<file path="src/pkg/memory_map_consts.svh">
// address map constants, field positions and sizes for the memory map decoder
`ifndef MEMORY_MAP_CONSTS_SVH
`define MEMORY_MAP_CONSTS_SVH

// segment and page geometry
`define ADDR_W            24
`define SEG_HI            23
`define SEG_LO            16
`define PAGE_HI           15
`define PAGE_LO           14

// segment 0 windows (low 16 bits)
`define EXTLO_END         16'h7fff
`define STANDBY_RAM_BASE        16'h8000
`define STANDBY_RAM_END         16'h9fff
`define DATA_SRAM_BASE        16'ha000
`define DATA_SRAM_END         16'hdfff
`define EXTRA_PERIPH_REGS_BASE         16'he000
`define EXTRA_PERIPH_REGS_END          16'hefff
`define EXTENDED_FUNCTION_REGS_BASE         16'hf000
`define EXTENDED_FUNCTION_REGS_END          16'hf1ff
`define DUAL_PORT_RAM_RSV_END     16'hf5ff
`define DUAL_PORT_RAM_BASE        16'hf600
`define DUAL_PORT_RAM_END         16'hfdff
`define SFR_BASE          16'hfe00
`define DUAL_PORT_RAM_BIT_PAGE    8'hfd

// local peripheral bus windows
`define LBUS_A_BASE       24'h200000
`define LBUS_A_END        24'h205fff
`define LBUS_B_BASE       24'h208000
`define LBUS_B_END        24'h20bfff
`define LBUS_HOLE_END     24'h20ffff
`define EXTIO_BASE        24'h210000
`define EXTIO_END         24'h3fffff
`define EXTMEM_END        24'hbfffff

// program region
`define FLASH_BASE        24'hc00000
`define FLASH_END         24'hccffff
`define FLASH_RSV_END     24'hdfffff
`define PROGRAM_SRAM_BASE        24'he00000
`define PROGRAM_SRAM_END         24'he7ffff
`define FLASH_TIMED_PROGRAM_RAM_END        24'hefffff
`define TRAP_END          24'hfffeff
`define FLASH_CTRL_SECTOR 12'hc0f

// flash geometry
`define FLASH_MODULES     4
`define FLASH_SECTORS     256
`define FLASH_LINE_W      128
`define FLASH_CHK_W       8
`define PROG_BLOCK_LSB    7

// write protection and password
`define PROGRAM_SRAM_WP_W        6
`define PW_WORDS          4

`endif

</file>
<file path="src/pkg/memory_map_pkg.sv">
// types shared by the memory map decoder
`include "memory_map_consts.svh"
package memory_map_pkg;

  typedef enum logic [3:0] {
    TGT_NONE, TGT_EXT, TGT_LBUS, TGT_FLASH, TGT_PROGRAM_SRAM, TGT_FLASH_TIMED_PROGRAM_RAM, TGT_DATA_SRAM,
    TGT_DUAL_PORT_RAM, TGT_STANDBY_RAM, TGT_SFR, TGT_EXTENDED_FUNCTION_REGS, TGT_EXTRA_PERIPH_REGS, TGT_IMB, TGT_TRAP
  } target_t;

  typedef enum logic {PW_LOCKED, PW_OPEN} pw_state_t;

  typedef struct packed {
    logic                          f_valid;
    target_t                       f_tgt;
    logic [`ADDR_W-1:0]            f_addr;
    logic                          f_sysbus;
    logic                          f_trap;
    logic                          d_valid;
    target_t                       d_tgt;
    logic                          d_we;
    logic [1:0]                    d_be;
    logic [`ADDR_W-1:0]            d_addr;
    logic [15:0]                   d_wdata;
    logic                          d_sysbus;
    logic                          d_trap;
    logic                          d_wblock;
    logic                          d_rdeny;
    logic                          d_ioorder;
    logic                          d_bitok;
    logic                          d_retry;
    logic [`FLASH_MODULES-1:0]     fl_en;
    logic [`FLASH_MODULES-1:0]     fl_from_data;
    logic [`ADDR_W-1:0]            gpr_addr;
    logic                          gpr_valid;
    pw_state_t                     pw_state;
    logic [1:0]                    pw_idx;
    logic [`FLASH_LINE_W-1:0]      ecc_data;
    logic                          ecc_valid;
    logic                          ecc_corr;
    logic                          ecc_uncorr;
  } dec_state_t;

endpackage : memory_map_pkg

</file>
<file path="src/design/memory_map_decoder.sv">
// address decoder and router for code fetches and data accesses
`timescale 1ns/1ps
`default_nettype none
`include "memory_map_consts.svh"

module memory_map_decoder #(
  parameter bit HAS_EXT_BUS = 1'b1
) (
  // clock and reset
  input  wire logic                                   clk,
  input  wire logic                                   rst_n,
  // code fetch port
  input  wire logic                                   fetch_req,
  input  wire logic [`ADDR_W-1:0]                     fetch_addr,
  // data access port
  input  wire logic                                   data_req,
  input  wire logic                                   data_we,
  input  wire logic                                   data_word,
  input  wire logic [`ADDR_W-1:0]                     data_addr,
  input  wire logic [15:0]                            data_wdata,
  // register bank addressing
  input  wire logic                                   gpr_req,
  input  wire logic [`ADDR_W-1:0]                     gpr_base,
  input  wire logic [3:0]                             gpr_num,
  input  wire logic                                   gpr_byte,
  input  wire logic                                   gpr_high,
  // protection settings
  input  wire logic [`PROGRAM_SRAM_WP_W-1:0]                 program_sram_wp_kbytes,
  input  wire logic [`FLASH_SECTORS-1:0]              flash_sector_wp,
  input  wire logic                                   flash_read_prot,
  input  wire logic                                   pw_valid,
  input  wire logic [15:0]                            pw_word,
  input  wire logic [`PW_WORDS*16-1:0]                pw_key,
  input  wire logic                                   pw_relock,
  // flash read return
  input  wire logic                                   flash_rvalid,
  input  wire logic [`FLASH_LINE_W-1:0]               flash_rdata,
  input  wire logic [`FLASH_CHK_W-1:0]                flash_rcheck,
  // decoded fetch
  output logic                                        fetch_valid,
  output memory_map_pkg::target_t                     fetch_target,
  output logic [`ADDR_W-1:0]                          fetch_addr_out,
  output logic                                        fetch_via_sysbus,
  output logic                                        fetch_trap,
  // decoded data access
  output logic                                        acc_valid,
  output memory_map_pkg::target_t                     acc_target,
  output logic                                        acc_we,
  output logic [1:0]                                  acc_be,
  output logic [`ADDR_W-1:0]                          acc_addr,
  output logic [15:0]                                 acc_wdata,
  output logic                                        acc_via_sysbus,
  output logic                                        acc_trap,
  output logic                                        acc_write_blocked,
  output logic                                        acc_read_denied,
  output logic                                        acc_io_ordered,
  output logic                                        acc_bit_ok,
  output logic                                        acc_retry,
  // flash module read strobes
  output logic [`FLASH_MODULES-1:0]                   flash_rd_en,
  output logic [`FLASH_MODULES-1:0]                   flash_rd_for_data,
  // register bank location
  output logic                                        gpr_valid,
  output logic [`ADDR_W-1:0]                          gpr_addr,
  // flash protection state
  output logic                                        flash_unlocked,
  // corrected flash data
  output logic                                        ecc_valid,
  output logic [`FLASH_LINE_W-1:0]                    ecc_data,
  output logic                                        ecc_corrected,
  output logic                                        ecc_uncorrectable
);
  import memory_map_pkg::*;

  // ************************************************************
  // address decode
  // ************************************************************

  function automatic target_t resolve_reserved();
    return HAS_EXT_BUS ? TGT_EXT : TGT_TRAP;
  endfunction : resolve_reserved

  function automatic target_t decode(input logic [`ADDR_W-1:0] a);
    logic [15:0] lo;
    target_t     t;
    lo = a[15:0];
    t  = TGT_TRAP;
    if (a[`SEG_HI:`SEG_LO] == 8'h00) begin
      if (lo <= `EXTLO_END)          t = TGT_EXT;
      else if (lo <= `STANDBY_RAM_END)     t = TGT_STANDBY_RAM;
      else if (lo <= `DATA_SRAM_END)     t = TGT_DATA_SRAM;
      else if (lo <= `EXTRA_PERIPH_REGS_END)      t = TGT_EXTRA_PERIPH_REGS;
      else if (lo <= `EXTENDED_FUNCTION_REGS_END)      t = TGT_EXTENDED_FUNCTION_REGS;
      else if (lo <= `DUAL_PORT_RAM_RSV_END) t = resolve_reserved();
      else if (lo <= `DUAL_PORT_RAM_END)     t = TGT_DUAL_PORT_RAM;
      else                           t = TGT_SFR;
    end else if (a < `LBUS_A_BASE) begin
      t = TGT_EXT;
    end else if (a <= `LBUS_A_END) begin
      t = TGT_LBUS;
    end else if (a < `LBUS_B_BASE) begin
      t = resolve_reserved();
    end else if (a <= `LBUS_B_END) begin
      t = TGT_LBUS;
    end else if (a <= `LBUS_HOLE_END) begin
      t = resolve_reserved();
    end else if (a <= `EXTMEM_END) begin
      t = TGT_EXT;
    end else if (a <= `FLASH_END) begin
      t = TGT_FLASH;
    end else if (a <= `FLASH_RSV_END) begin
      t = resolve_reserved();
    end else if (a <= `PROGRAM_SRAM_END) begin
      t = TGT_PROGRAM_SRAM;
    end else if (a <= `FLASH_TIMED_PROGRAM_RAM_END) begin
      t = TGT_FLASH_TIMED_PROGRAM_RAM;
    end else if (a <= `TRAP_END) begin
      t = TGT_TRAP;
    end else begin
      t = TGT_IMB;
    end
    return t;
  endfunction : decode

  // program sram and flash timed program ram repeat every 32 Kbytes across their windows
  function automatic logic [`ADDR_W-1:0] fold(input target_t t,
                                              input logic [`ADDR_W-1:0] a);
    logic [`ADDR_W-1:0] r;
    r = a;
    if (t == TGT_PROGRAM_SRAM || t == TGT_FLASH_TIMED_PROGRAM_RAM)
      r = {a[`ADDR_W-1:19], 4'h0, a[14:0]};
    return r;
  endfunction : fold

  function automatic logic is_ctrl_sector(input logic [`ADDR_W-1:0] a);
    return a[`ADDR_W-1:12] == `FLASH_CTRL_SECTOR;
  endfunction : is_ctrl_sector

  function automatic logic is_code_mem(input target_t t);
    return t == TGT_FLASH || t == TGT_PROGRAM_SRAM || t == TGT_FLASH_TIMED_PROGRAM_RAM;
  endfunction : is_code_mem

  // ************************************************************
  // flash error correction
  // ************************************************************

  // single error correction: data bit i sits at the i-th non power of two position
  function automatic logic [`FLASH_CHK_W-1:0] ecc_syndrome(
      input logic [`FLASH_LINE_W-1:0] d, input logic [`FLASH_CHK_W-1:0] c);
    logic [7:0] s;
    logic [7:0] p;
    s = c;
    p = 8'h03;
    for (int i = 0; i < `FLASH_LINE_W; i++) begin
      if ((p & (p - 8'h01)) == 8'h00) p = p + 8'h01;
      if (d[i]) s = s ^ p;
      p = p + 8'h01;
    end
    return s;
  endfunction : ecc_syndrome

  function automatic logic [`FLASH_LINE_W:0] ecc_fix(
      input logic [`FLASH_LINE_W-1:0] d, input logic [`FLASH_CHK_W-1:0] s);
    logic [`FLASH_LINE_W-1:0] r;
    logic [7:0]               p;
    logic                     hit;
    r   = d;
    p   = 8'h03;
    hit = 1'b0;
    for (int i = 0; i < `FLASH_LINE_W; i++) begin
      if ((p & (p - 8'h01)) == 8'h00) p = p + 8'h01;
      if (p == s) begin
        r[i] = ~r[i];
        hit  = 1'b1;
      end
      p = p + 8'h01;
    end
    return {hit, r};
  endfunction : ecc_fix

  // ************************************************************
  // next state
  // ************************************************************

  dec_state_t st_r;
  dec_state_t st_nxt;

  always_comb begin
    target_t                  ft;
    target_t                  dt;
    logic [`ADDR_W-1:0]       da;
    logic [7:0]               gsec;
    logic [1:0]               fmod;
    logic [1:0]               dmod;
    logic [`FLASH_CHK_W-1:0]  syn;
    logic [`FLASH_LINE_W:0]   fix;
    logic                     pw_ok;
    ft     = decode(fetch_addr);
    dt     = decode(data_addr);
    da     = data_word ? {data_addr[`ADDR_W-1:1], 1'b0} : data_addr;
    gsec   = {data_addr[19:18], data_addr[17:12]};
    fmod   = fetch_addr[19:18];
    dmod   = data_addr[19:18];
    syn    = ecc_syndrome(flash_rdata, flash_rcheck);
    fix    = ecc_fix(flash_rdata, syn);
    pw_ok  = pw_word == pw_key[st_r.pw_idx*16 +: 16];
    st_nxt = st_r;

    // code side owns every fetch; other targets except trap cross over the system bus
    st_nxt.f_valid  = fetch_req;
    st_nxt.f_tgt    = ft;
    st_nxt.f_addr   = fold(ft, fetch_addr);
    st_nxt.f_trap   = fetch_req && (ft == TGT_TRAP ||
                      (ft == TGT_FLASH && is_ctrl_sector(fetch_addr)));
    st_nxt.f_sysbus = fetch_req && !is_code_mem(ft) && ft != TGT_TRAP;

    // data side owns every data transfer
    st_nxt.d_valid   = data_req;
    st_nxt.d_tgt     = dt;
    st_nxt.d_we      = data_we;
    st_nxt.d_be      = data_word ? 2'b11 : (data_addr[0] ? 2'b10 : 2'b01);
    st_nxt.d_addr    = fold(dt, da);
    st_nxt.d_wdata   = data_wdata;
    st_nxt.d_trap    = data_req && dt == TGT_TRAP;
    // independent of the fetch crossing, so both directions run together
    st_nxt.d_sysbus  = data_req && (is_code_mem(dt) || dt == TGT_EXT ||
                       dt == TGT_LBUS);
    st_nxt.d_ioorder = data_req && data_addr >= `EXTIO_BASE &&
                       data_addr <= `EXTIO_END;
    st_nxt.d_bitok   = data_req && (dt == TGT_SFR || dt == TGT_EXTENDED_FUNCTION_REGS ||
                       (dt == TGT_DUAL_PORT_RAM && data_addr[15:8] == `DUAL_PORT_RAM_BIT_PAGE));

    // write blocking
    st_nxt.d_wblock = 1'b0;
    if (data_req && data_we) begin
      if ((dt == TGT_PROGRAM_SRAM || dt == TGT_FLASH_TIMED_PROGRAM_RAM) &&
          {1'b0, data_addr[14:10]} < program_sram_wp_kbytes)
        st_nxt.d_wblock = 1'b1;
      if (dt == TGT_FLASH && (flash_sector_wp[gsec] || is_ctrl_sector(data_addr)))
        st_nxt.d_wblock = 1'b1;
    end
    st_nxt.d_rdeny = data_req && !data_we && dt == TGT_FLASH &&
                     flash_read_prot && st_r.pw_state == PW_LOCKED;

    // one 128-bit line read per module; distinct modules run in parallel
    st_nxt.fl_en        = '0;
    st_nxt.fl_from_data = '0;
    st_nxt.d_retry      = 1'b0;
    if (fetch_req && ft == TGT_FLASH && !st_nxt.f_trap)
      st_nxt.fl_en[fmod] = 1'b1;
    if (data_req && !data_we && dt == TGT_FLASH && !st_nxt.d_rdeny) begin
      if (st_nxt.fl_en[dmod]) begin
        st_nxt.d_retry = 1'b1;
      end else begin
        st_nxt.fl_en[dmod]        = 1'b1;
        st_nxt.fl_from_data[dmod] = 1'b1;
      end
    end

    // register bank: word n at base+2n, byte halves of the low eight words
    st_nxt.gpr_valid = gpr_req && !(gpr_byte && gpr_num[3]);
    if (gpr_byte)
      st_nxt.gpr_addr = gpr_base + {20'h00000, gpr_num[2:0], gpr_high};
    else
      st_nxt.gpr_addr = gpr_base + {19'h00000, gpr_num, 1'b0};

    // password sequence; completing it wins over a relock in the same cycle
    if (pw_relock)
      st_nxt.pw_state = PW_LOCKED;
    if (pw_valid) begin
      if (pw_ok && st_r.pw_idx == 2'(`PW_WORDS - 1)) begin
        st_nxt.pw_state = PW_OPEN;
        st_nxt.pw_idx   = 2'd0;
      end else if (pw_ok) begin
        st_nxt.pw_idx = st_r.pw_idx + 2'd1;
      end else begin
        st_nxt.pw_idx = 2'd0;
      end
    end

    // corrected read data, one stage after the flash returns it
    st_nxt.ecc_valid  = flash_rvalid;
    st_nxt.ecc_data   = fix[`FLASH_LINE_W-1:0];
    st_nxt.ecc_corr   = flash_rvalid && fix[`FLASH_LINE_W];
    st_nxt.ecc_uncorr = flash_rvalid && syn != '0 && !fix[`FLASH_LINE_W] &&
                        (syn & (syn - 8'h01)) != 8'h00;
  end

  // ************************************************************
  // state register
  // ************************************************************

  always_ff @(posedge clk or negedge rst_n) begin
    if (!rst_n) begin
      st_r          <= '0;
      st_r.f_tgt    <= TGT_NONE;
      st_r.d_tgt    <= TGT_NONE;
      st_r.pw_state <= PW_LOCKED;
    end else begin
      st_r <= st_nxt;
    end
  end

  // ************************************************************
  // outputs
  // ************************************************************

  assign fetch_valid       = st_r.f_valid;
  assign fetch_target      = st_r.f_tgt;
  assign fetch_addr_out    = st_r.f_addr;
  assign fetch_via_sysbus  = st_r.f_sysbus;
  assign fetch_trap        = st_r.f_trap;
  assign acc_valid         = st_r.d_valid;
  assign acc_target        = st_r.d_tgt;
  assign acc_we            = st_r.d_we;
  assign acc_be            = st_r.d_be;
  assign acc_addr          = st_r.d_addr;
  assign acc_wdata         = st_r.d_wdata;
  assign acc_via_sysbus    = st_r.d_sysbus;
  assign acc_trap          = st_r.d_trap;
  assign acc_write_blocked = st_r.d_wblock;
  assign acc_read_denied   = st_r.d_rdeny;
  assign acc_io_ordered    = st_r.d_ioorder;
  assign acc_bit_ok        = st_r.d_bitok;
  assign acc_retry         = st_r.d_retry;
  assign flash_rd_en       = st_r.fl_en;
  assign flash_rd_for_data = st_r.fl_from_data;
  assign gpr_valid         = st_r.gpr_valid;
  assign gpr_addr          = st_r.gpr_addr;
  assign flash_unlocked    = st_r.pw_state == PW_OPEN;
  assign ecc_valid         = st_r.ecc_valid;
  assign ecc_data          = st_r.ecc_data;
  assign ecc_corrected     = st_r.ecc_corr;
  assign ecc_uncorrectable = st_r.ecc_uncorr;

endmodule : memory_map_decoder
`default_nettype wire

</file>
<file path="config.mk">
export PLATFORM = sky130hd
export DESIGN_NAME = memory_map_decoder
export DESIGN_NICKNAME = d
export VERILOG_FILES = /design/src/pkg/memory_map_pkg.sv /design/src/design/memory_map_decoder.sv
export VERILOG_INCLUDE_DIRS = /design/src /design/src/pkg
export SDC_FILE = /design/constraint.sdc
export NUM_CORES = 1
export LEC_CHECK = 0
export ABC_AREA = 1
export BUFFER_PORTS_ARGS = -buffer_cell sky130_fd_sc_hd__buf_2
export CORE_AREA = 10 10 318 320
export DETAILED_ROUTE_END_ITERATION = 7
export DIE_AREA = 0 0 328 330
export SLEW_MARGIN = 20
export SYNTH_ARGS = -nofsm -noshare
export SYNTH_HDL_FRONTEND = slang
export SYNTH_SLANG_ARGS = --single-unit
</file>
<file path="constraint.sdc">
create_clock -name clk -period 4.08 [get_ports clk]
set_input_delay 0.816 -clock clk [delete_from_list [all_inputs] [get_ports clk]]
set_output_delay 0.816 -clock clk [all_outputs]
set_load 0.02 [all_outputs]
</file>
==> Word-level counts from Yosys, hierarchy flattened <==
Cells that the tools add are included.
{ "totals": {"register_bits": 253, "output_inout_bits": 251, "in_bits": 583, "word_cells": 982} }
{ "op_classes": {"eq_ne": 147, "shift": 1, "n_reduce_logical": 51, "order_cmp": 44, "bitwise": 259, "addsub": 4, "mux": 448} }
{ "op_table": {"columns": ["op", "n"], "rows": [
  ["7-bit by 8-bit == test with 1-bit output, first input constant", 63],
  ["7-bit two-way mux", 63],
  ["24-bit <= comparator, second input constant", 12],
  ["1-bit two-way mux", 269],
  ["6-bit by 8-bit == test with 1-bit output, first input constant", 31],
  ["16-bit <= comparator, second input constant", 12],
  ["6-bit two-way mux", 31],
  ["4-bit two-way mux", 44],
  ["24-bit by 22-bit <= comparator with 1-bit output, second input constant", 7],
  ["4-bit NOT", 36],
  ["1-bit NOT", 129],
  ["5-bit by 8-bit == test with 1-bit output, first input constant", 15],
  ["3-bit NOT", 38],
  ["5-bit NOT", 21],
  ["24-bit by 22-bit less-than comparator with 1-bit output, second input constant", 4],
  ["5-bit two-way mux", 15],
  ["8-bit two-way mux", 9],
  ["8-bit == test, first input constant", 8],
  ["64-bit by 7-bit indexed part select with 16-bit output", 1],
  ["4-bit by 8-bit == test with 1-bit output, first input constant", 7],
  ["2-bit NOT", 25],
  ["6-bit NOT", 7],
  ["19-bit two-way mux", 2],
  ["16-bit by 15-bit <= comparator with 1-bit output, second input constant", 2],
  ["other kinds (35)", 103]
]} }

==> Logic depth before layout (Yosys ltp) <==
{ "depth": {"depth_word": 388, "depth_mapped": 33, "ltp_nobuf": 32} }

==> Worst setup path after synthesis <==
No wires, ideal clock.
{ "synth_path": {"path_kind": "input port to flip-flop", "start": "in flash_rdata[25]", "end": "reg st_r (netlist bit ecc_uncorrectable)", "setup_ps": 116, "n_path_buf": 2, "path_stages": 28, "path_slack_ps": 919, "required_time_ps": 3964, "t_arrival_ps": 3045, "cell_sequence": "buf_2 > inv_2 > nand2_1 > nand2_1 > nand2_1 > nand2_1 > nand2_1 > nand2_1 > clkinv_1 > nand2_1 > nand3b_1 > nand2_1 > nand2_1 > nand2_1 > nand3_1 > nand2_1 > nand3_2 > nor2_4 > buf_6 > inv_2 > nor2_1 > nor2_1 > inv_1 > nor2_1 > nand2_1 > nor2_1 > nand3_1 > nor2_1"} }
{ "synth_lines": {"columns": ["element", "line", "source"], "rows": [
  ["start: declaration", "memory_map_decoder.sv:37", "input wire logic [`FLASH_LINE_W-1:0] flash_rdata,"],
  ["end signal: assignment", "memory_map_decoder.sv:300", "st_r <= st_nxt;"],
  ["end: declaration", "memory_map_decoder.sv:185", "dec_state_t st_r;"]
]} }

==> metrics.md <==
| Metric | Value |
|---|---|
| Max-cap violations | `0` |
| Initial antenna violation count | `32` |
| Critical path origin | `flash_rdata[119]` |
| Skew final | `approximately 0.0035 ns` |
| PwrDens | `381 mW/mm2` |
| Max Clk Rate | `0.269 GHz` |
| Mux cell area share after synthesis | `0.0294` |
| Ports | `roughly 830` |
| # DRC | `0` |
| Crit path DAT | `~4.2 ns` |
| Global route total overflow | `0` |
| Fraction of layout cells with a size suffix above 1 | `0.308` |
| Largest family of logic cells by synthesized area | `simple AND/OR/NAND/NOR gates` |
| Netlist Area Pre-Place | `0.0221 mm2` |
| Post-synthesis simple-gate area fraction | `0.313` |
| Global-route wire length before repair | `167000 um` |
| Clk_lat worst skew | `0.56 ns` |
| CP peak stage delay | `0.40 ns` |
| Cells after synthesis | `roughly 3300` |
| Worst hold slack | `between 0.3 and 0.4 ns` |
| Max-slew violations | `0` |
| Vias per cell | `4.51` |
| Final hold vios | `0` |
| Drt wl/cell | `around 23 um` |
| CTS root buf | `clkbuf_16` |
| Outcome | `finished clean` |
| Initial DRC count | `2017` |
| Most common cell on crit path | `nand3_1` |
| Nets@finish | `4715` |
| Reg2reg start | `st_r[132]$_DFFE_PN0P_` |
| HPWL after detailed placement | `around 110000 um` |
| Setup CP Type | `in -> reg` |
| Synth Area per Inst | `about 6.7 um2` |
| DP Area | `0.0280 mm2` |
| Remaining antenna violation count | `0` |
| CP max-delay cell | `xnor2_2` |
| Die Wd | `about 330 um` |
| Clock slew at reported path FFs | `0.06 ns` |
| Gr usage total | `0.213` |
| Synth cell types | `slightly above 60` |
| Post-synthesis adder-cell area fraction | `0.00746` |
| H-tree Lvls | `2` |
| Worst setup SP type | `primary input` |
| EDFF count, synth | `0` |
| Leakage Power | `between 15 and 20 nW` |
| PostCTS Resize Cnt | `0` |
| Primary FF master, synth | `dfrtp_1` |
| RSZ-0062 raised after global routing | `false` |
| Highest net fanout along the worst path | `5` |
| Routability Congestion | `1.02` |
| Vias in the first global route | `23600` |
| Worst slew margin | `0.399` |
| Port bufs | `833` |
| Drt pass-1 iters | `5` |
| Worst Hold Class | `in -> async` |
| Pin count of the biggest net entering global routing | `91` |
| Design Area, Final | `0.0292 mm2` |
| Fin crit share | `0.913` |
| Layout area overhead | `32.1%` |
| DR vias | `24400` |
| Setup Fix Bufs, Post-CTS | `0` |
| Post-synthesis compound-gate area fraction | `0.0727` |
| CTS Buf Count | `34` |
| Clock buffer depth | `3` |
| Initial Util | `0.234` |
| Xor and xnor fraction of the mapped netlist area | `0.118` |
| # setup viols final | `0` |
| Worst-Margin Slew | `0.902 ns` |
| Core Area | `0.0946 mm2` |
| # clock sinks | `253` |
| Crit path cell chain | `buf_2, xnor2_2, xor2_1, xor2_1, nand3_1, nand3_1, nand4_2, nand2_2, nor2_2, buf_4, nand3_1, nand2_1, nor2_1, nand3_1, nor2_1, nand2_1, nor2_1, nand3_1, nor2_1` |
| Seq/Total Area, Yosys | `0.286` |
| WL final | `122000 um` |
| Syn_nets | `3898` |
| Final min period | `between 3 and 4 ns` |
| FFs w/ async S/R, synth | `1.00` |
| FF+latch count, synth | `about 250` |
| Rows | `113` |
| Die area | `0.108 mm2` |
| Worst endpoint required time | `4.57 ns` |
| Die height | `330 um` |
| # hold bufs at CTS | `0` |
| CTS tree | `yes` |
| VDD IR max | `0.000259 V` |
| Crit path capture type | `flop` |
| Yosys warnings | `0` |
## worst max-delay path, delay by kind of cell
kind | cells | cell delay [ns]
xor+xnor | 3 | 1.08
buf+inv | 2 | 0.32
simple gates | 14 | 1.99
## cell type report
cell class,count,area (um2)
Antenna cell,9,22.5
Clock buffer,47,1010
Clock inverter,15,205
Fill cell,10400,65400
Inverter,418,1570
Multi-Input combinational cell,2293,12000
Sequential cell,253,6330
Tap cell,1265,1580
Timing Repair Buffer,1120,6550
## flip-flops by register name, indices dropped and copies added (netlist names), 2 cells and up
signal             count
flash_rd_for_data      4
acc_target             4
ecc_data             128
st_r                   2
acc_addr              24
fetch_addr_out        24
flash_rd_en            4
gpr_addr              24
acc_wdata             16
acc_be                 2
fetch_target           4
## logic make-up after synthesis
| logic type | Yosys count |
|---|---|
| AO/OA/AOI/OAI | 273 |
| AND/OR/NAND/NOR | 1649 |
| buffers and inverters | 757 |
| XOR/XNOR | 294 |
| multiplexers | 65 |
| adder cells (fa/ha/maj) | 12 |
| flip-flops | 253 |
## metrics by stage
step | TNS, ns | worst slack [ns] | power (mW) | cells | utilization
2_1_floorplan | 0 | 0.919 | 5.78 | 3303 | -
3_3_place_gp | -0.903 | -0.207 | 7.90 | 5349 | 0.296
3_5_place_dp | -0.625 | -0.159 | 7.88 | 5349 | 0.296
4_1_cts | 0 | 0.441 | 11.2 | 5411 | 0.309
5_1_grt | 0 | 0.162 | 11.8 | 5417 | 0.309
6_report | 0 | 0.356 | 11.1 | 5420 | 0.309
## where the power goes
| group | leakage (nW) | total [mW] | switching, mW | internal [mW] |
|---|---|---|---|---|
| clock network | 0.584 | 3.26 | 1.31 | 1.95 |
| logic | 12.8 | 5.11 | 3.29 | 1.82 |
| registers | 3.00 | 2.77 | 0.0775 | 2.69 |
## synth_stat cells, types with 3 or more instances
master    count  share of area
a21oi_1      32         0.0072
a221oi_1      4         0.0016
a22o_1        6         0.0024
a32o_1        7         0.0032
buf_1         8         0.0014
buf_2        39         0.0088
buf_4       240          0.081
buf_6         6         0.0031
clkbuf_1     42         0.0071
clkbuf_2      4        0.00090
dfrtp_1     253           0.29
ha_1         10         0.0057
inv_1       373          0.063
inv_2        42         0.0071
mux2i_1      65          0.029
nand2_1    1052           0.18
nand2_2      10         0.0028
nand2_4       7         0.0036
nand2b_1      4         0.0011
nand3_1     218          0.049
nand3_2       6         0.0027
nand3b_1     22         0.0075
nand4_1      34         0.0096
nor2_1      239          0.041
nor2_2       11         0.0031
nor2_4        9         0.0046
nor3_1       19         0.0043
nor4_1        6         0.0017
o211ai_1      5         0.0017
o21ai_0     116          0.026
o21ai_1       6         0.0014
o22ai_1      77          0.022
or2_1         3        0.00085
or2_2         3        0.00085
xnor2_1     106          0.042
xnor2_2       4         0.0029
xor2_1      184          0.073
## final timing paths
check	endpoint	slack, ns	cells after the start
hold reg to reg	flash_unlocked$_DFF_PN0_	0.63	2
max in group asynchronous	ecc_data[48]$_DFF_PN0_	2.80	2
hold / removal	ecc_data[75]$_DFF_PN0_	0.32	1
setup / recovery	ecc_uncorrectable$_DFF_PN0_	0.36	19
min in group clk	acc_wdata[2]$_DFF_PN0_	0.35	1
setup reg to reg	st_r[132]$_DFFE_PN0P_	1.16	9
## cells in the final DEF, fill, tap and decap left out, drive strengths merged, types with 10 or more instances in the layout
master and instances:
a21oi 33, nand3 224, ha 10, dfrtp 253, xor2 184, buf 1120
nor2 259, xnor2 110, nor3 19, mux2i 65, nand3b 22, inv 417
clkbuf 47, o21ai 122, o22ai 77, nand4 35, nand2 1069
## metal layers
layer / wire [um] / global-route usage
met1: 50700 / 0.266
met5: 39 / 0
met2: 58800 / 0.366
met3: 8920 / 0.0401
met4: 3930 / 0.0672
No activity file was read; power rests on OpenSTA's default activity.
